[src/include/adc_serial_pkg.sv]
// Shared constants, types and encodings for the stereo serial output block.
package adc_serial_pkg;

    // ========================================================================
    // Word layout
    localparam int SAMPLE_W = 16;
    localparam int TAG_W = 3;
    localparam int LEVEL_W = 18;
    localparam int SLOT_BITS = 32;
    localparam int FRAME_BITS = 2 * SLOT_BITS;
    localparam int FILL_W = SLOT_BITS - SAMPLE_W - TAG_W - 1;
    localparam int BIT_W = $clog2(FRAME_BITS);

    // ========================================================================
    // Clock ratios
    localparam int RATIO_LOW = 256;
    localparam int RATIO_HIGH = 384;
    localparam int MODCLK_RATIO = 128;
    localparam logic [2:0] BCLK_HALF_LOW = 3'(RATIO_LOW / (2 * FRAME_BITS));
    localparam logic [2:0] BCLK_HALF_HIGH = 3'(RATIO_HIGH / (2 * FRAME_BITS));
    localparam logic [1:0] DIV_LOW = 2'(RATIO_LOW / MODCLK_RATIO);
    localparam logic [1:0] DIV_HIGH = 2'(RATIO_HIGH / MODCLK_RATIO);
    localparam logic [1:0] ALIGN_EDGE = 2'h2;
    localparam logic [4:0] FE_FIRST = 5'h1;
    localparam logic [4:0] FE_LAST = 5'(SAMPLE_W);
    localparam logic [4:0] FIRST_SHIFT = 5'h2;
    localparam int CAL_WORDS_DEF = 4096;

    // ========================================================================
    // Pin synchroniser slots
    localparam int NPINS = 4;
    localparam int PIN_WS = 0;
    localparam int PIN_BCLK = 1;
    localparam int PIN_FE = 2;
    localparam int PIN_PD = 3;
    localparam logic [NPINS-1:0] PIN_RESET = 4'h8;

    // ========================================================================
    // Level thresholds, full scale is 2^15 level units
    localparam logic [LEVEL_W-1:0] LVL_1375 = 18'h0b000;
    localparam logic [LEVEL_W-1:0] LVL_1250 = 18'h0a000;
    localparam logic [LEVEL_W-1:0] LVL_1125 = 18'h09000;
    localparam logic [LEVEL_W-1:0] LVL_FS = 18'h08000;
    localparam logic [LEVEL_W-1:0] LVL_M1DB = 18'h071fe;
    localparam logic [LEVEL_W-1:0] LVL_M3DB = 18'h059fe;
    localparam logic [LEVEL_W-1:0] LVL_M6DB = 18'h04027;
    localparam logic signed [LEVEL_W-1:0] LEVEL_POS_LIM = 18'sh07fff;
    localparam logic signed [LEVEL_W-1:0] LEVEL_NEG_LIM = 18'sh38000;
    localparam logic [SAMPLE_W-1:0] SAMPLE_MAX = 16'h7fff;
    localparam logic [SAMPLE_W-1:0] SAMPLE_MIN = 16'h8000;

    localparam logic [TAG_W-1:0] TAG_OVR3 = 3'h7;
    localparam logic [TAG_W-1:0] TAG_OVR2 = 3'h6;
    localparam logic [TAG_W-1:0] TAG_OVR1 = 3'h5;
    localparam logic [TAG_W-1:0] TAG_OVR0 = 3'h4;
    localparam logic [TAG_W-1:0] TAG_NEAR1 = 3'h3;
    localparam logic [TAG_W-1:0] TAG_NEAR3 = 3'h2;
    localparam logic [TAG_W-1:0] TAG_NEAR6 = 3'h1;
    localparam logic [TAG_W-1:0] TAG_LOW = 3'h0;

    // ========================================================================
    // Types
    typedef enum logic [1:0] {SER_MASTER, SER_SLAVE_FIXED, SER_SLAVE_HOST}
        ser_mode_t;
    typedef enum logic [1:0] {PWR_DOWN, CALIBRATE, RUN} pwr_state_t;

    typedef struct packed {
        logic [SAMPLE_W-1:0] sample;
        logic [TAG_W-1:0] tag;
    } chan_word_t;

endpackage

[src/hw/stereo_adc_serial_output.sv]
// Clock derivation and serial word formatter of a stereo converter.
`timescale 1ns/1ns

module stereo_adc_serial_output
    import adc_serial_pkg::*;
#(
    parameter int CAL_WORDS = CAL_WORDS_DEF
)
(
    input wire logic CLK,
    input wire logic RSTN,
    input wire logic CLK_EN,
    input wire logic CLOCK_RATIO_SELECT,
    input ser_mode_t SERIAL_MODE,
    input wire logic BCLK_INVERT,
    input wire logic DIGITAL_POWERDOWN,
    input wire logic SAMPLE_STROBE,
    input wire logic signed [LEVEL_W-1:0] LEFT_LEVEL,
    input wire logic signed [LEVEL_W-1:0] RIGHT_LEVEL,
    input wire logic WORD_SELECT_I,
    output logic WORD_SELECT_O,
    output logic WORD_SELECT_OE_N,
    input wire logic BIT_CLOCK_I,
    output logic BIT_CLOCK_O,
    output logic BIT_CLOCK_OE_N,
    input wire logic FRAME_ENABLE_I,
    output logic FRAME_ENABLE_O,
    output logic FRAME_ENABLE_OE_N,
    output logic MODULATOR_CLOCK_OUT,
    output logic SERIAL_OUT,
    output logic CAL_ACTIVE
);

    localparam int CAL_CW = $clog2(CAL_WORDS + 1);

    // ========================================================================
    // Pin synchronisers
    logic [NPINS-1:0] pin_raw;
    logic [NPINS-1:0] pin_f;
    logic [NPINS-1:0] pin_prev_r;

    assign pin_raw = {DIGITAL_POWERDOWN, FRAME_ENABLE_I, BIT_CLOCK_I,
                      WORD_SELECT_I};

    for (genvar i = 0; i < NPINS; i++)
    begin : g_sync
        logic s1_r;
        logic s2_r;
        logic s3_r;
        logic f_r;
        // A level only counts once two late stages agree, which drops
        // single-cycle glitches from the host at the cost of latency.
        always_ff @(posedge CLK or negedge RSTN)
        begin
            if (!RSTN)
            begin
                s1_r <= PIN_RESET[i];
                s2_r <= PIN_RESET[i];
                s3_r <= PIN_RESET[i];
                f_r <= PIN_RESET[i];
            end
            else if (CLK_EN)
            begin
                s1_r <= pin_raw[i];
                s2_r <= s1_r;
                s3_r <= s2_r;
                if (s2_r == s3_r)
                    f_r <= s3_r;
            end
        end
        assign pin_f[i] = f_r;
    end

    // ========================================================================
    // Power state and calibration
    pwr_state_t state_r;
    pwr_state_t state_nxt;
    logic [CAL_CW-1:0] cal_cnt_r;
    logic [CAL_CW-1:0] cal_cnt_nxt;
    logic active;
    logic release_evt;
    logic left_start;
    logic load_evt;

    assign active = ~pin_f[PIN_PD];
    assign release_evt = pin_prev_r[PIN_PD] & ~pin_f[PIN_PD];

    always_comb
    begin
        state_nxt = state_r;
        cal_cnt_nxt = cal_cnt_r;
        unique case (state_r)
            PWR_DOWN:
                if (release_evt)
                begin
                    state_nxt = CALIBRATE;
                    cal_cnt_nxt = '0;
                end
            CALIBRATE:
                if (left_start)
                begin
                    cal_cnt_nxt = cal_cnt_r + 1'b1;
                    if (cal_cnt_r == CAL_CW'(CAL_WORDS - 1))
                        state_nxt = RUN;
                end
            RUN: ;
            default: state_nxt = PWR_DOWN;
        endcase
        if (!active)
            state_nxt = PWR_DOWN;
    end

    // ========================================================================
    // Modulator clock divider
    logic [1:0] div_cnt_r;
    logic [1:0] div_max;
    logic [2:0] div_sum;
    logic [1:0] div_nxt;
    logic [1:0] edge_cnt_r;
    logic aligned_r;
    logic modclk_r;
    logic ws_rise;
    logic late_align;

    assign div_max = (CLOCK_RATIO_SELECT ? DIV_HIGH : DIV_LOW) - 2'h1;
    // The first word select rise, if at or after edge two, slips the divide-by-three
    // phase by one master cycle; divide-by-two never slips.
    assign late_align = ws_rise & ~aligned_r & CLOCK_RATIO_SELECT
                        & (edge_cnt_r >= ALIGN_EDGE);
    assign div_sum = {1'b0, div_cnt_r} + (late_align ? 3'h2 : 3'h1);
    assign div_nxt = (div_sum > {1'b0, div_max})
                     ? 2'(div_sum - {1'b0, div_max} - 3'h1)
                     : div_sum[1:0];
    assign MODULATOR_CLOCK_OUT = modclk_r;

    // ========================================================================
    // Master timing counters
    logic [2:0] half;
    logic [2:0] ph_r;
    logic [BIT_W-1:0] bit_r;
    logic [4:0] slot;
    logic master;
    logic ws_m;
    logic bclk_m;
    logic fe_m;
    logic bit_start;

    assign master = (SERIAL_MODE == SER_MASTER);
    assign half = CLOCK_RATIO_SELECT ? BCLK_HALF_HIGH : BCLK_HALF_LOW;
    assign slot = bit_r[4:0];
    assign bit_start = (ph_r == 3'h0);
    assign ws_m = ~bit_r[BIT_W-1];
    assign bclk_m = (ph_r < half);
    assign fe_m = (slot >= FE_FIRST) && (slot <= FE_LAST);

    assign WORD_SELECT_O = ws_m;
    assign FRAME_ENABLE_O = fe_m;
    assign BIT_CLOCK_O = bclk_m ^ BCLK_INVERT;
    assign WORD_SELECT_OE_N = ~master;
    assign FRAME_ENABLE_OE_N = ~master;
    assign BIT_CLOCK_OE_N = ~master;

    // ========================================================================
    // Serial events
    logic ws_level;
    logic ws_prev_r;
    logic bclk_eff;
    logic bclk_prev_r;
    logic shift_evt;
    logic left_now;

    assign ws_level = master ? ws_m : pin_f[PIN_WS];
    assign bclk_eff = pin_f[PIN_BCLK] ^ BCLK_INVERT;
    assign load_evt = active & (master ? (bit_start && slot == 5'h0)
                                       : (ws_level != ws_prev_r));
    assign left_now = ws_level;
    assign left_start = load_evt & left_now;
    assign ws_rise = left_start;
    assign shift_evt = active & ~load_evt & (master
        ? (bit_start && slot >= FIRST_SHIFT)
        : (bclk_eff & ~bclk_prev_r
           & ((SERIAL_MODE == SER_SLAVE_FIXED)
              | (SERIAL_MODE == SER_SLAVE_HOST && pin_f[PIN_FE]))));

    // ========================================================================
    // Sample pair and word assembly
    chan_word_t enc [2];
    chan_word_t pair_r [2];
    chan_word_t hold_r;
    chan_word_t cur;
    logic [SLOT_BITS-1:0] sh_r;
    logic [SLOT_BITS-1:0] load_word;
    logic fill_r;

    tag_encoder u_enc_left (
        .level(LEFT_LEVEL),
        .word(enc[0])
    );
    tag_encoder u_enc_right (
        .level(RIGHT_LEVEL),
        .word(enc[1])
    );

    // The right word comes from the pair captured at the left edge, so a
    // strobe between the two edges cannot split the pair.
    assign cur = (state_r != RUN) ? '0 : (left_now ? pair_r[0] : hold_r);
    assign load_word = {cur.sample, cur.tag, ~left_now,
                        {FILL_W{left_now}}};
    assign SERIAL_OUT = sh_r[SLOT_BITS-1];
    assign CAL_ACTIVE = (state_r == CALIBRATE);

    always_ff @(posedge CLK or negedge RSTN)
    begin
        if (!RSTN)
        begin
            state_r <= PWR_DOWN;
            cal_cnt_r <= '0;
            pin_prev_r <= PIN_RESET;
            ws_prev_r <= 1'b0;
            bclk_prev_r <= 1'b0;
        end
        else if (CLK_EN)
        begin
            state_r <= state_nxt;
            cal_cnt_r <= cal_cnt_nxt;
            pin_prev_r <= pin_f;
            ws_prev_r <= ws_level;
            bclk_prev_r <= bclk_eff;
        end
    end

    always_ff @(posedge CLK or negedge RSTN)
    begin
        if (!RSTN)
        begin
            div_cnt_r <= '0;
            modclk_r <= 1'b0;
            edge_cnt_r <= '0;
            aligned_r <= 1'b0;
            ph_r <= '0;
            bit_r <= '0;
        end
        else if (CLK_EN)
        begin
            if (!active)
            begin
                div_cnt_r <= '0;
                modclk_r <= 1'b0;
                edge_cnt_r <= '0;
                aligned_r <= 1'b0;
                ph_r <= '0;
                bit_r <= '0;
            end
            else
            begin
                div_cnt_r <= div_nxt;
                modclk_r <= (div_nxt == 2'h0);
                if (edge_cnt_r < ALIGN_EDGE)
                    edge_cnt_r <= edge_cnt_r + 2'h1;
                if (ws_rise)
                    aligned_r <= 1'b1;
                ph_r <= (ph_r == 3'((half << 1) - 3'h1)) ? 3'h0
                                                         : ph_r + 3'h1;
                if (ph_r == 3'((half << 1) - 3'h1))
                    bit_r <= bit_r + 1'b1;
            end
        end
    end

    always_ff @(posedge CLK or negedge RSTN)
    begin
        if (!RSTN)
        begin
            pair_r[0] <= '0;
            pair_r[1] <= '0;
            hold_r <= '0;
            sh_r <= '0;
            fill_r <= 1'b0;
        end
        else if (CLK_EN)
        begin
            if (SAMPLE_STROBE)
            begin
                pair_r[0] <= enc[0];
                pair_r[1] <= enc[1];
            end
            if (!active)
                sh_r <= '0;
            else if (load_evt)
            begin
                sh_r <= load_word;
                fill_r <= left_now;
                if (left_now)
                    hold_r <= pair_r[1];
            end
            else if (shift_evt)
                sh_r <= {sh_r[SLOT_BITS-2:0], fill_r};
        end
    end

    logic [7:0] fe_run_r;
    always_ff @(posedge CLK or negedge RSTN)
    begin
        if (!RSTN)
            fe_run_r <= '0;
        else if (CLK_EN)
            fe_run_r <= FRAME_ENABLE_O ? fe_run_r + 8'h1 : 8'h0;
    end
endmodule

[src/hw/tag_encoder.sv]
// Saturates one channel level to a sample and grades it into tag bits.
`timescale 1ns/1ns
module tag_encoder
    import adc_serial_pkg::*;
(
    input wire logic signed [LEVEL_W-1:0] level,
    output chan_word_t word
);

    logic [LEVEL_W-1:0] mag;
    logic [TAG_W-1:0] tag_sel;
    logic [SAMPLE_W-1:0] sample_sel;

    // The magnitude is unsigned one bit wider in range, so the most
    // negative level still grades as the largest overdrive.
    assign mag = level[LEVEL_W-1] ? (~level + 18'h00001) : level;

    assign tag_sel = (mag >= LVL_1375) ? TAG_OVR3 :
                     (mag >= LVL_1250) ? TAG_OVR2 :
                     (mag >= LVL_1125) ? TAG_OVR1 :
                     (mag >= LVL_FS) ? TAG_OVR0 :
                     (mag >= LVL_M1DB) ? TAG_NEAR1 :
                     (mag >= LVL_M3DB) ? TAG_NEAR3 :
                     (mag >= LVL_M6DB) ? TAG_NEAR6 : TAG_LOW;

    assign sample_sel = (level > LEVEL_POS_LIM) ? SAMPLE_MAX :
                        (level < LEVEL_NEG_LIM) ? SAMPLE_MIN :
                        level[SAMPLE_W-1:0];

    assign word.sample = sample_sel;
    assign word.tag = tag_sel;

endmodule

[config.mk]
export PLATFORM = sky130hd
export DESIGN_NAME = stereo_adc_serial_output
export DESIGN_NICKNAME = d
export VERILOG_FILES = /design/src/include/adc_serial_pkg.sv /design/src/hw/stereo_adc_serial_output.sv /design/src/hw/tag_encoder.sv
export SDC_FILE = /design/constraint.sdc
export NUM_CORES = 1
export LEC_CHECK = 0
export CAP_MARGIN = 20
export CORE_UTILIZATION = 58
export DETAILED_ROUTE_END_ITERATION = 16
export DONT_BUFFER_PORTS = 1
export HOLD_SLACK_MARGIN = 0.15
export PLACE_DENSITY = 0.76
export SETUP_SLACK_MARGIN = 0.5
export SLEW_MARGIN = 10
export SYNTH_ARGS = -nofsm -noshare
export SYNTH_HDL_FRONTEND = slang
export SYNTH_SLANG_ARGS = --single-unit
export TNS_END_PERCENT = 10
[constraint.sdc]
create_clock -name CLK -period 4.3 [get_ports CLK]
set_clock_uncertainty 0.1 [all_clocks]
set_input_delay 0.43 -clock CLK [delete_from_list [all_inputs] [get_ports CLK]]
set_output_delay 0.43 -clock CLK [all_outputs]
set_load 0.02 [all_outputs]
==> flow_summary.toml <==
[run_status]
outcome = "finished, final reports clean"

[synthesis]
mappedNetlistNets = 974
synth_edf_count = 0
ys_ff_latch = 139
syn_inst = 911
async_flop_share = 1.00
yosysUniqueCellTypes = 73
synth_warnings = 0
seq_area_frac_synth = 0.439
avgSynthCellArea_um2 = 8.70
synthesis.area_um2 = 7930
synth_ff_type = "dfrtp_1"

[power]
power.density_nw_per_um2 = 522
total_power_w = 0.00464
p_leak_nw = 3.76
ir_worst_vdd_v = 0.000324

[timing]
fmax_ghz = 0.249
final-setup-viol-count = 0
finalSetupTns_ns = 0
hold_violations = 0
finalMaxSlewViolations = 0
fin_crit_sh = 0.935
tightest_slew_ns = 0.851
period_minus_slack_ns = 4.02
slew_headroom = 0.428
rsz0062_at_grt = "yes"

[cells_and_area]
syn2layout_area_growth_pct = 12.1
final_common_cell = "nand2_1"
nNetsFinal = 967
diodes = 0
mostFrequentLayoutCells = "nand2_1, dfrtp_1, o21ai_0"
layout-drive-gt1-share = 0.132

[floorplanning]
rows = 42
die_x_um = 119
dieHeight_um = 119
start_util = 0.596
io-pin-count = 57
dieArea_um2 = 14100
coreArea_um2 = 13300

[critical_path]
crit_path_start_kind = "register"
end_kind = "register"
critPathKind = "register to register"
crit_required_ns = 4.53
worstPathArrival_ns = 4.25
crit_fanout = 3

[routing]
wire_per_inst_um = 17.0
drcViolationCount = 0
avgViaCountPerCell = 6.10
drt-initial-drc-count = 482
dr.pass1.iters = 5
ant_nets = 0
totalWireLength_mm = 18.6
vias = 6666

[clock_tree]
cts.sinks = 139
root_buffer = "clkbuf_16"
htree_levels = 4
clk_pin_slew_ns = 0.06
cts_tree = "done"
cts_made_buffers = 17
insertion_delay_ns = 0.42
cts_max_path_buffers = 2

[place]
dp_hpwl_mm = 12.0
port_buffers = 0
place_congestion = 0.839

[hold_path]
worst_hold_path_type = "input pin to register"

[global_route]
track_usage = 0.271
grt_overflow = 0
grt_max_degree = 140
antenna_found_initial = 0
grt_pass1_wl_mm = 31.0
grt_pass1_vias = 6464

[job]
drv_cap = 0
cells by family (layout without fill, tap and decap cells):
family / Yosys count / after routing / synth area share
AOI/OAI and AO/OA: 263 / 263 / 0.201
xor gates and xnor gates: 32 / 32 / 0.0353
adders and majority gates: 15 / 15 / 0.0246
buffers and inverters: 88 / 93 / 0.0456
DFF: 139 / 139 / 0.439
muxes: 40 / 40 / 0.0555
and+or+nand+nor: 334 / 334 / 0.199
critical path, stage by stage, from the launching register on:
cell	delay, ns
dfrtp_1	0.41
inv_2	0.09
ha_1	0.13
or4b_4	0.48
o32ai_4	0.30
nand3_2	0.12
or4_4	0.46
ha_4	0.18
fa_2	0.57
ha_4	0.22
a21oi_2	0.13
a21oi_1	0.05
or2_4	0.26
mux2i_2	0.21
nand2_1	0.10
o22ai_2	0.12
stage by stage:
step           instance area [µm²]  cells  setup slack [ns]  hold slack [ns]  utilization
2_1_floorplan                 7950    911             0.434           0.0344            -
5_1_grt                       8890   1092             0.159            0.163        0.669
6_report                      8890   1092             0.281            0.155        0.669
4_1_cts                       8840   1089             0.409            0.154        0.665
3_5_place_dp                  7980   1032             0.331           0.0383        0.600
3_3_place_gp                  7980   1032             0.494           0.0381        0.600
Yosys cell counts (3+ instances only):
cell,count,area [µm²]
nand2_1,161,604
dfrtp_1,134,3350
o21ai_0,112,561
a21oi_1,79,395
nor2_1,69,259
clkbuf_1,50,188
mux2_2,32,360
inv_1,25,93.8
xor2_1,24,210
ha_1,14,175
nand3_1,13,65.1
nor3_1,13,65.1
nand4_1,11,68.8
mux2i_1,8,80.1
nand2b_1,8,50.1
xnor2_1,8,70.1
a31oi_1,7,43.8
nor2b_1,7,43.8
nor4_1,7,43.8
o22ai_1,6,37.5
a21o_1,5,37.5
and2_1,5,31.3
and3_1,5,31.3
dfstp_2,5,131
or3_1,5,31.3
a211oi_1,4,30.0
buf_1,4,15.0
buf_2,4,20.0
nor4b_1,4,35.0
o211ai_1,4,30.0
o31ai_1,4,30.0
o41ai_1,4,35.0
or2_2,4,25.0
buf_4,3,22.5
o2111ai_1,3,26.3
o21ai_1,3,15.0
o32ai_1,3,26.3
o41ai_2,3,48.8
or4_4,3,33.8
layer usage:
layer,vias up,part of all wire,track usage
met2,214,0.49,0.460
met5,-,0,0
met4,0,0.021,0.0957
met1,3225,0.44,0.348
li1,3190,-,-
met3,37,0.042,0.0489
final timing paths:
check	cells past startpoint	to	slack [ns]	from
hold / removal	2	pair_r[34]	0.15	LEFT_LEVEL[16]
max in group asynchronous	2	sh_r[8]	3.02	RSTN
hold reg to reg	2	pair_r[5]	0.37	pair_r[5]
setup / recovery	15	MODULATOR_CLOCK_OUT	0.28	ph_r[0]
min in group asynchronous	2	cal_cnt_r[10]	0.57	RSTN
setup reg to reg	15	MODULATOR_CLOCK_OUT	0.28	ph_r[0]
state kept, by name, indices dropped and copies added (netlist names):
register	cells
bclk_prev_r	1
edge_cnt_r	2
state_r	2
ph_r	3
ws_prev_r	1
g_sync.s2_r	4
pair_r	38
hold_r	19
bit_r	6
aligned_r	1
sh_r	32
g_sync.f_r	4
div_cnt_r	2
fill_r	1
g_sync.s3_r	4
pin_prev_r	1
cal_cnt_r	13
g_sync.s1_r	4
MODULATOR_CLOCK_OUT	1
power by group:
group	leakage, nW	internal (W)	switching, W
logic	1.73	0.000613	0.000794
registers	1.77	0.00162	0.000233
clock network	0.261	0.000810	0.000572
total	3.76	0.00304	0.00160
repair_timing:
action,4_1_cts,5_1_grt
pin swaps,2,4
setup buffers,4,3
endpoints found under the hold margin,182,0
hold buffers,22,0
setup endpoints to repair,3,3
gates resized for setup,5,4
area by class of cell:
class	instances	area [µm²]
Fill cell	1049	4410
Multi-Input combinational cell	684	4170
Sequential cell	139	3480
Clock buffer	18	439
Timing Repair Buffer	37	360
Tap cell	176	220
Clock inverter	13	121
Inverter	25	93.8
No activity file was read; power rests on OpenSTA's default activity.
